--- src/pkg/bec_map.vh ---
// Behaviour
// RL1: Code 60H adds pending full-line reads each cycle
// RL2: 60H counts only cacheable data/L2-prefetch reads
// RL3: Code 61H counts own bus-not-ready assertions
// RL4: One not-ready count equals two bus cycles
// RL5: Assert not-ready as outstanding nears maximum
// RL6: No new issue while not-ready asserted
// RL7: Code 62H counts data-valid strobe cycles
// RL8: Own qualifier counts only own data drive
// RL9: All-agents qualifier counts any agent's data
// RL10: Code 63H counts cycles with bus lock
// RL11: Lock for uncacheable, split, uncacheable walk
// RL12: Software should avoid bus-locking accesses
// RL13: Code 64H counts receive-busy cycles
// RL14: Code 65H counts each burst read once
// RL15: Burst read count excludes ownership reads
// RL16: Unit mask restricts core and agent; core bits act only on 64H and 65H, and 61H ignores the mask
// RL17: Unknown code leaves counter unchanged
`ifndef BEC_MAP_VH
`define BEC_MAP_VH

// ***********************************
// Register byte offsets
// ***********************************
`define BEC_OFS_CTRL    4'h0
`define BEC_OFS_COUNT   4'h4
`define BEC_OFS_STATUS  4'h8

// ***********************************
// Control field positions
// ***********************************
`define BEC_SEL_LSB     0
`define BEC_SEL_MSB     7
`define BEC_UM_LSB      8
`define BEC_UM_MSB      15
`define BEC_EN_BIT      16
`define BEC_UM_CORE0    8
`define BEC_UM_CORE1    9
`define BEC_UM_ALLAG    13
`define BEC_CTRL_RST    32'h00000000
`define BEC_COUNT_RST   32'h00000000

// ***********************************
// Selection codes
// ***********************************
`define BEC_EV_PEND     8'h60
`define BEC_EV_NRDY     8'h61
`define BEC_EV_DVAL     8'h62
`define BEC_EV_LOCK     8'h63
`define BEC_EV_RCV      8'h64
`define BEC_EV_BRD      8'h65

// ***********************************
// Transaction type codes
// ***********************************
`define BEC_TT_L1D_RD   3'h0
`define BEC_TT_L2PF_RD  3'h1
`define BEC_TT_OWN_RD   3'h2
`define BEC_TT_IFETCH   3'h3
`define BEC_TT_WB       3'h4
`define BEC_TT_PWR      3'h5

// ***********************************
// Timing
// ***********************************
`define BEC_NRDY_CYCLES 2

// ***********************************
// Bus answers
// ***********************************
`define BEC_RESP_OKAY   2'h0
`define BEC_RESP_SLVERR 2'h2

`endif

--- src/rtl/bec_sync.v ---
`timescale 1ns/1ps
`default_nettype none
// ***********************************
// Two-flop synchroniser, one per bit
// ***********************************
module bec_sync #(
  parameter W = 8
) (
  // Clock and reset
  input  wire         aclk,
  input  wire         aresetn,
  // Pins in, clean levels out
  input  wire [W-1:0] pin_in,
  output wire [W-1:0] sync_out
);
  genvar i;
  generate
    for (i = 0; i < W; i = i + 1) begin : g_bit
      reg meta_reg;  // First stage, read only by second
      reg sync_reg;  // Second stage, safe to use
      // Plain two-stage chain
      always @(posedge aclk) begin
        if (!aresetn) begin
          meta_reg <= 1'b0;
          sync_reg <= 1'b0;
        end else begin
          meta_reg <= pin_in[i];
          sync_reg <= meta_reg;
        end
      end
      assign sync_out[i] = sync_reg;
    end
  endgenerate
endmodule
`default_nettype wire

--- src/rtl/bec_pend.v ---
`timescale 1ns/1ps
`default_nettype none
// ***********************************
// Outstanding read tracker
// ***********************************
module bec_pend #(
  parameter CW = 6
) (
  // Clock and reset
  input  wire          aclk,
  input  wire          aresetn,
  // Issue and completion pulses
  input  wire          issue,
  input  wire          done,
  // Reads now pending
  output wire [CW-1:0] pend
);
  reg [CW-1:0] pend_reg;   // Pending count
  reg [CW-1:0] pend_next;  // Next count

  // Issue counts from the cycle after, done retires it the cycle after
  always @* begin
    pend_next = pend_reg;
    if (issue && !done)
      pend_next = pend_reg + {{(CW-1){1'b0}}, 1'b1};
    else if (done && !issue && pend_reg != {CW{1'b0}})
      pend_next = pend_reg - {{(CW-1){1'b0}}, 1'b1};
  end

  // Count register
  always @(posedge aclk) begin
    if (!aresetn)
      pend_reg <= {CW{1'b0}};
    else
      pend_reg <= pend_next;
  end

  assign pend = pend_reg;
endmodule
`default_nettype wire

--- src/rtl/bec_top.v ---
`timescale 1ns/1ps
`default_nettype none
`include "bec_map.vh"
// ***********************************
// Bus event selector and counter
// ***********************************
module bec_top #(
  parameter CW       = 6,  // Pending counter width
  parameter NRDY_MAX = 6   // Own outstanding that raises not-ready
) (
  // Clock and reset
  input  wire        aclk,
  input  wire        aresetn,
  // AXI4-Lite write address
  input  wire [3:0]  s_axi_awaddr,
  input  wire        s_axi_awvalid,
  output wire        s_axi_awready,
  // AXI4-Lite write data
  input  wire [31:0] s_axi_wdata,
  input  wire [3:0]  s_axi_wstrb,
  input  wire        s_axi_wvalid,
  output wire        s_axi_wready,
  // AXI4-Lite write response
  output reg  [1:0]  s_axi_bresp,
  output reg         s_axi_bvalid,
  input  wire        s_axi_bready,
  // AXI4-Lite read address
  input  wire [3:0]  s_axi_araddr,
  input  wire        s_axi_arvalid,
  output wire        s_axi_arready,
  // AXI4-Lite read data
  output reg  [31:0] s_axi_rdata,
  output reg  [1:0]  s_axi_rresp,
  output reg         s_axi_rvalid,
  input  wire        s_axi_rready,
  // Shared bus pins, sampled
  input  wire        bus_not_ready_in,
  input  wire        data_valid_strobe,
  input  wire        data_own_drive,
  input  wire        lock_in,
  input  wire        txn_issue,
  input  wire [2:0]  txn_type,
  input  wire        txn_cacheable,
  input  wire        txn_own,
  input  wire        txn_core,
  input  wire        rd_done,
  input  wire        rd_done_own,
  // Shared bus pins, driven
  output reg         bus_not_ready_out,
  output reg         bus_not_ready_oe,
  output reg         lock_out,
  output reg         lock_oe,
  // Core side
  input  wire [1:0]  rcv_busy,
  input  wire        lock_req_uc,
  input  wire        lock_req_split,
  input  wire        lock_req_walk_uc,
  output wire        issue_hold
);

  // ***********************************
  // Pin synchronisers
  // ***********************************
  localparam SW = 16;
  wire [SW-1:0] pin_raw;   // Raw pins
  wire [SW-1:0] pin_s;     // Synchronised pins

  assign pin_raw = {bus_not_ready_in, data_valid_strobe, data_own_drive,
                    lock_in, txn_issue, txn_type, txn_cacheable, txn_own,
                    txn_core, rd_done, rd_done_own, rcv_busy,
                    1'b0};

  bec_sync #(
    .W (SW)
  ) u_sync (
    .aclk     (aclk),
    .aresetn  (aresetn),
    .pin_in   (pin_raw),
    .sync_out (pin_s)
  );

  wire       nrdy_s  = pin_s[15];  // Not-ready seen on bus
  wire       dvs_s   = pin_s[14];  // Data valid strobe
  wire       down_s  = pin_s[13];  // We drive the data
  wire       lock_s  = pin_s[12];  // Lock on the bus
  wire       iss_s   = pin_s[11];  // Transaction issued
  wire [2:0] ttyp_s  = pin_s[10:8];
  wire       tcach_s = pin_s[7];
  wire       town_s  = pin_s[6];
  wire       tcore_s = pin_s[5];
  wire       done_s  = pin_s[4];
  wire       downr_s = pin_s[3];
  wire [1:0] rcv_s   = pin_s[2:1];

  // ***********************************
  // Registers
  // ***********************************
  reg  [31:0] ctrl_reg;    // Select, unit mask, enable
  reg  [31:0] count_reg;   // Event counter
  reg  [31:0] count_next;  // Counter next value
  reg  [31:0] count_inc;   // This cycle's increment

  wire [7:0] ev_sel  = ctrl_reg[`BEC_SEL_MSB:`BEC_SEL_LSB];
  wire       ev_en   = ctrl_reg[`BEC_EN_BIT];
  wire       um_c0   = ctrl_reg[`BEC_UM_CORE0];
  wire       um_c1   = ctrl_reg[`BEC_UM_CORE1];
  wire       um_all  = ctrl_reg[`BEC_UM_ALLAG];

  // ***********************************
  // Transaction classification
  // ***********************************
  // Only cacheable data-cache or L2 prefetch line reads
  wire rd_line = (ttyp_s == `BEC_TT_L1D_RD ||
                  ttyp_s == `BEC_TT_L2PF_RD) && tcach_s;  // RL2
  // Burst reads add cacheable fetch misses, never ownership reads
  wire rd_burst = rd_line ||
                  (ttyp_s == `BEC_TT_IFETCH && tcach_s);  // RL14 RL15
  // Core qualifier from the unit mask
  wire core_hit = tcore_s ? um_c1 : um_c0;  // RL16

  // ***********************************
  // Pending read trackers
  // ***********************************
  wire [CW-1:0] pend_all;  // All agents
  wire [CW-1:0] pend_own;  // This agent only

  bec_pend #(
    .CW (CW)
  ) u_pend_all (
    .aclk    (aclk),
    .aresetn (aresetn),
    .issue   (iss_s && rd_line),
    .done    (done_s),
    .pend    (pend_all)
  );

  bec_pend #(
    .CW (CW)
  ) u_pend_own (
    .aclk    (aclk),
    .aresetn (aresetn),
    .issue   (iss_s && rd_line && town_s),
    .done    (done_s && downr_s),
    .pend    (pend_own)
  );

  // ***********************************
  // Not-ready and lock drive
  // ***********************************
  // Raise not-ready near the outstanding limit
  wire nrdy_want = (pend_own >= NRDY_MAX[CW-1:0]);  // RL5
  wire lock_want = lock_req_uc || lock_req_split ||
                   lock_req_walk_uc;             // RL11
  reg  nrdy_phase_reg;  // Half of a two-cycle assertion

  // Not-ready held in whole two-cycle units
  always @(posedge aclk) begin
    if (!aresetn) begin
      bus_not_ready_out <= 1'b0;
      bus_not_ready_oe  <= 1'b0;
      nrdy_phase_reg    <= 1'b0;
    end else if (bus_not_ready_oe && !nrdy_phase_reg) begin
      nrdy_phase_reg <= 1'b1;  // RL4
    end else begin
      bus_not_ready_out <= nrdy_want;
      bus_not_ready_oe  <= nrdy_want;
      nrdy_phase_reg    <= 1'b0;
    end
  end

  // Lock pin follows the core's locked requests
  always @(posedge aclk) begin
    if (!aresetn) begin
      lock_out <= 1'b0;
      lock_oe  <= 1'b0;
    end else begin
      lock_out <= lock_want;  // RL11
      lock_oe  <= lock_want;
    end
  end

  // Core stops issuing while anyone holds not-ready
  assign issue_hold = nrdy_s || bus_not_ready_oe;  // RL6

  // ***********************************
  // Event selection
  // ***********************************
  // Increment per cycle for the chosen code
  always @* begin
    count_inc = 32'h00000000;
    case (ev_sel)
      `BEC_EV_PEND: begin
        // Add the reads pending this cycle, all agents' or own only
        if (um_all)
          count_inc = {{(32-CW){1'b0}}, pend_all};  // RL1
        else
          count_inc = {{(32-CW){1'b0}}, pend_own};
      end
      `BEC_EV_NRDY: begin
        // One count per own two-cycle assertion
        if (bus_not_ready_oe && !nrdy_phase_reg)
          count_inc = 32'h00000001;  // RL3 RL4
      end
      `BEC_EV_DVAL: begin
        if (um_all && dvs_s)
          count_inc = 32'h00000001;  // RL7 RL9
        else if (!um_all && dvs_s && down_s)
          count_inc = 32'h00000001;  // RL8
      end
      `BEC_EV_LOCK: begin
        // Own lock uses our own drive
        if (um_all ? lock_s : lock_oe)
          count_inc = 32'h00000001;  // RL10
      end
      `BEC_EV_RCV: begin
        if ((rcv_s[0] && um_c0) || (rcv_s[1] && um_c1))
          count_inc = 32'h00000001;  // RL13 RL16
      end
      `BEC_EV_BRD: begin
        // Counted once, on the issue cycle
        if (iss_s && rd_burst && core_hit && (um_all || town_s))
          count_inc = 32'h00000001;  // RL14
      end
      default: begin
        count_inc = 32'h00000000;  // RL17
      end
    endcase
  end

  // ***********************************
  // AXI4-Lite write channel
  // ***********************************
  reg        aw_full_reg;  // Address held
  reg [3:0]  aw_addr_reg;  // Held address
  reg        w_full_reg;   // Data held
  reg [31:0] w_data_reg;   // Held data
  reg [3:0]  w_strb_reg;   // Held strobes

  // One write at a time; take address and data in any order
  assign s_axi_awready = !aw_full_reg && !s_axi_bvalid;
  assign s_axi_wready  = !w_full_reg && !s_axi_bvalid;

  wire wr_go = aw_full_reg && w_full_reg && !s_axi_bvalid;
  wire wr_ctrl  = wr_go && aw_addr_reg[3:2] == `BEC_OFS_CTRL >> 2;
  wire wr_count = wr_go && aw_addr_reg[3:2] == `BEC_OFS_COUNT >> 2;
  wire wr_stat  = wr_go && aw_addr_reg[3:2] == `BEC_OFS_STATUS >> 2;

  // Byte-lane merge of held data into a register
  function [31:0] lane_merge;
    input [31:0] old_v;
    input [31:0] new_v;
    input [3:0]  strb;
    integer k;
    begin
      lane_merge = old_v;
      for (k = 0; k < 4; k = k + 1)
        if (strb[k])
          lane_merge[k*8 +: 8] = new_v[k*8 +: 8];
    end
  endfunction

  // Capture, commit and respond
  always @(posedge aclk) begin
    if (!aresetn) begin
      aw_full_reg  <= 1'b0;
      aw_addr_reg  <= 4'h0;
      w_full_reg   <= 1'b0;
      w_data_reg   <= 32'h00000000;
      w_strb_reg   <= 4'h0;
      s_axi_bvalid <= 1'b0;
      s_axi_bresp  <= `BEC_RESP_OKAY;
    end else begin
      if (s_axi_awvalid && s_axi_awready) begin
        aw_full_reg <= 1'b1;
        aw_addr_reg <= s_axi_awaddr;
      end
      if (s_axi_wvalid && s_axi_wready) begin
        w_full_reg <= 1'b1;
        w_data_reg <= s_axi_wdata;
        w_strb_reg <= s_axi_wstrb;
      end
      if (wr_go) begin
        // Status is read only, so writing it is an error
        aw_full_reg  <= 1'b0;
        w_full_reg   <= 1'b0;
        s_axi_bvalid <= 1'b1;
        s_axi_bresp  <= (wr_ctrl || wr_count) ? `BEC_RESP_OKAY
                                              : `BEC_RESP_SLVERR;
      end else if (s_axi_bvalid && s_axi_bready) begin
        s_axi_bvalid <= 1'b0;
      end
    end
  end

  // ***********************************
  // Control and counter
  // ***********************************
  // Software load beats counting in the same cycle
  always @* begin
    count_next = count_reg;
    if (wr_count)
      count_next = lane_merge(count_reg, w_data_reg, w_strb_reg);
    else if (ev_en)
      count_next = count_reg + count_inc;
  end

  always @(posedge aclk) begin
    if (!aresetn) begin
      ctrl_reg  <= `BEC_CTRL_RST;
      count_reg <= `BEC_COUNT_RST;
    end else begin
      count_reg <= count_next;
      if (wr_ctrl)
        ctrl_reg <= lane_merge(ctrl_reg, w_data_reg, w_strb_reg) &
                    32'h0001FFFF;
    end
  end

  // ***********************************
  // AXI4-Lite read channel
  // ***********************************
  // One read at a time; answer the cycle after
  assign s_axi_arready = !s_axi_rvalid;

  reg [31:0] rd_mux;   // Selected read data
  reg        rd_ok;    // Address mapped

  // Read decode
  always @* begin
    rd_mux = 32'h00000000;
    rd_ok  = 1'b1;
    case (s_axi_araddr[3:2])
      `BEC_OFS_CTRL >> 2:   rd_mux = ctrl_reg;
      `BEC_OFS_COUNT >> 2:  rd_mux = count_reg;
      `BEC_OFS_STATUS >> 2: begin
        // Own pending, not-ready and lock drive
        rd_mux = {22'h000000, lock_oe, bus_not_ready_oe,
                  {(8-CW){1'b0}}, pend_own};
      end
      default: begin
        rd_ok = 1'b0;
      end
    endcase
  end

  // Read answer register
  always @(posedge aclk) begin
    if (!aresetn) begin
      s_axi_rvalid <= 1'b0;
      s_axi_rdata  <= 32'h00000000;
      s_axi_rresp  <= `BEC_RESP_OKAY;
    end else if (s_axi_arvalid && s_axi_arready) begin
      s_axi_rvalid <= 1'b1;
      s_axi_rdata  <= rd_mux;
      s_axi_rresp  <= rd_ok ? `BEC_RESP_OKAY : `BEC_RESP_SLVERR;
    end else if (s_axi_rvalid && s_axi_rready) begin
      s_axi_rvalid <= 1'b0;
    end
  end

endmodule
`default_nettype wire

--- config.mk ---
export PLATFORM = sky130hd
export DESIGN_NAME = bec_top
export DESIGN_NICKNAME = d
export VERILOG_FILES = /design/src/rtl/bec_sync.v /design/src/rtl/bec_pend.v /design/src/rtl/bec_top.v
export VERILOG_INCLUDE_DIRS = /design/src /design/src/pkg
export SDC_FILE = /design/constraint.sdc
export NUM_CORES = 1
export LEC_CHECK = 0
export ABC_AREA = 1
export BUFFER_PORTS_ARGS = -buffer_cell sky130_fd_sc_hd__buf_2
export CAP_MARGIN = 20
export CELL_PAD_IN_SITES_DETAIL_PLACEMENT = 1
export CELL_PAD_IN_SITES_GLOBAL_PLACEMENT = 1
export CORE_MARGIN = 1
export CORE_UTILIZATION = 39
export DETAILED_ROUTE_END_ITERATION = 16
export PLACE_DENSITY_LB_ADDON = 0.12
export SYNTH_ARGS = -nofsm -noshare
export SYNTH_HDL_FRONTEND = slang
export SYNTH_SLANG_ARGS = --single-unit
--- constraint.sdc ---
create_clock -name aclk -period 2.82 [get_ports aclk]
set_clock_uncertainty 0.1 [all_clocks]
set_input_delay 0.282 -clock aclk [delete_from_list [all_inputs] [get_ports aclk]]
set_output_delay 0.282 -clock aclk [all_outputs]
set_load 0.02 [all_outputs]
==> impl_metrics.toml <==
[power]
switching_power_w = 0.00154
ir_drop_uv = 429
switching_share_pct = 28.3
leakagePower_nw = 4.48
power.internal_w = 0.00390
power_w = 0.00544
pwr-share-clk_pct = 43.3
p_comb_share_pct = 9.2
power_density_nw_per_um2 = 532
seq_power_share_pct = 47.5

[timing]
post-route-period-util_pct = 101
fin_crit_ps = 2840
finalHoldViolCount = 0
fmax_mhz = 352
drv_slew = 0
setup_slack_ps = -20.9
maxSlewHeadroom_pct = 58.1
rsz0062_at_grt = "yes"
setup_tns_ps = -20.9
worst_pin_slew_ps = 628
setup_viol = 1

[logic_synthesis]
synth_edf_count = 0
avgSynthCellArea_um2 = 7.02
synth_top_family_by_area = "simple AND/OR/NAND/NOR gates"
synthAdderAreaFrac_pct = 2.97
synthMuxAreaShare_pct = 0
synth_area_leader_cell = "dfxtp_1"
yosys_most_used_dff = "dfxtp_1"
async_flop_share_pct = 0
yosys_register_bits = 170
yosys_warnings = 0
synth_top_area_share_pct = 43.0
synth_compound_gate_area_share_pct = 17.4
yosys.area_share.simple_pct = 26.6
syn-cell-area_um2 = 7920
synth.most_common_cell = "nand2_1"
synthTopCellsByArea = "dfxtp_1 (43%), nand2_1 (11%), nor2_1 (7.4%)"
syn_inst = 1127
synth_cell_types = 43
synth_xor_xnor_area_share_pct = 1.22
synthTopCellsByCount = "nand2_1 (235), dfxtp_1 (170), nor2_1 (156)"
yosysSeqAreaShare_pct = 43.0

[global_route]
grt-ovfl-total = 0
grt_usage_pct = 24.2
grt_util_met3_pct = 4.11
antenna_found_initial = 0
grt_pass1_vias = 7552
grt_max_degree = 82
grt_most_used_layer = "met1"
grtUsageMet2_pct = 35.7
met1_usage_pct = 36.1
grt_pass1_wl_um = 38700

[clocking]
cts_made_buffers = 17
clock-sinks = 170
tritoncts = "yes"
ctsLongestPathBuffers = 2
clock_latency_ps = 440
path_clk_slew_ps = 70
cts_max_level = 4
root_buffer = "clkbuf_16"

[place]
hpwl_um = 17700
gp_congestion = 0.898
io_buffers = 108

[layout]
final_core_utilization_pct = 52.0
antenna-diode-count = 0
final-seq-area_um2 = 3410
area_growth_pct = 29.2
drive_gt1_share_pct = 21.1
final_nets = 1370
multi_input_area_um2 = 4200
fill_cells = 2574

[floorplanning]
pin_count = 115
die_x_um = 144
rows = 51
dieHeight_um = 144
die_area_um2 = 20900
start_util_pct = 40.3
core_area_um2 = 19700

[worst_setup_path]
critical_path.max_stage_delay_ps = 330
worst_setup_path_start_kind = "register"
path_cells = "inv_2, nand4_1, a211oi_2, nand3_1, buf_4, buf_6, nor2_4, ha_4, or2_4, nand3b_1, nand2_2, buf_4, nand4_1, nand3_1, nand2_1, a21oi_1"
endpoint_kind = "register"
critical-path-top-delay-family = "simple AND/OR/NAND/NOR gates"
critical_path_class = "register to register"
crit_required_ps = 3010
arrival_ps = 3030
crit_path_max_fanout = 5
crit_buf_inv = 4
slowest_stage = "dfxtp_2"

[worst_hold_path]
worstHoldPathType = "primary input to register"

[detailed_routing]
vias = 7983
wl_per_cell_um = 16.1
dr.first_iter.drc_count = 451
ant_nets = 0
dr.pass1.iters = 5
routed_wirelength_um = 25100
drc = 0
viasPerCell = 5.11

[status]
violations = "negative setup slack"
status = "finished, violations left"

[flow_run]
max-cap-violations = 0
## layer usage
layer  vias to the layer above  wire length (µm)
li1                       3981                 -
met1                      3808             13000
met2                       178             10800
met3                        16              1130
met4                         0               197
met5                         -                 0
## layout by cell type (no fill, tap or decap), types with 16 or more instances in the layout
master	netlist	routed
nand2_1	235	213
dfxtp_1	170	168
nor2_1	156	142
inv_1	121	119
buf_2	5	108
o21ai_0	111	105
a21oi_1	90	85
nand3_1	62	54
buf_4	4	39
dlygate4sd3_1	0	28
clkbuf_16	0	17
nor3_1	16	16
## logic make-up (layout without fill, tap and decap cells)
logic type / Yosys count / after routing
compound gates: 252 / 252
xor+xnor: 11 / 11
fa+ha+maj: 17 / 17
buf+inv: 174 / 342
flops: 170 / 170
other cells: 1 / 2
simple gates: 502 / 503
## power by group through the flow
stage | Combinational (W) | Sequential (W) | Clock, W
2_1_floorplan | 0.000317 | 0.00261 | 0
3_3_place_gp | 0.000456 | 0.00264 | 0
3_5_place_dp | 0.000465 | 0.00264 | 0
4_1_cts | 0.000497 | 0.00258 | 0.00241
5_1_grt | 0.000573 | 0.00260 | 0.00251
6_report | 0.000499 | 0.00258 | 0.00236
## worst paths after layout
kind / startpoint / endpoint / slack (ps) / cells after the start
hold reg to reg: u_sync.g_bit[10].meta_reg / u_sync.g_bit[10].sync_reg / 320 / 2
hold / removal: s_axi_wdata[19] / w_data_reg[19] / 3 / 3
setup reg to reg: ctrl_reg[7] / count_reg[30] / -20 / 16
setup / recovery: ctrl_reg[7] / count_reg[30] / -20 / 16
## what timing repair did
item / in CTS / in global routing
pin swaps: 0 / 41
cloned: 0 / 1
buffers inserted: 0 / 13
endpoints found under the hold margin: 27 / 0
hold buffers: 28 / 0
endpoints found under the setup margin: 16 / 26
gates resized for setup: 7 / 94
## tightest hold or removal path: stages
cell     delay [ps]
buf_2            70
o21ai_0          70
nor2_1           80
## stage by stage
stage          cells  hold WS (ps)  worst slack [ps]  area, µm²
2_1_floorplan   1128           280               205       7920
4_1_cts         1549         0.633              4.00       9740
3_5_place_dp    1489           301              -115       8840
6_report        1562          2.71             -20.9      10200
5_1_grt         1562          12.3              -189      10200
3_3_place_gp    1489           296              16.5       8840
## final cells by class
class,count,share of cell area [%]
inverter,128,4.71
tap,265,3.24
multi-input combinational,785,41.1
clock buffer,17,4.16
sequential,170,33.3
timing repair buffer,182,11.8
clock inverter,15,1.66
No activity file was read; power rests on OpenSTA's default activity.
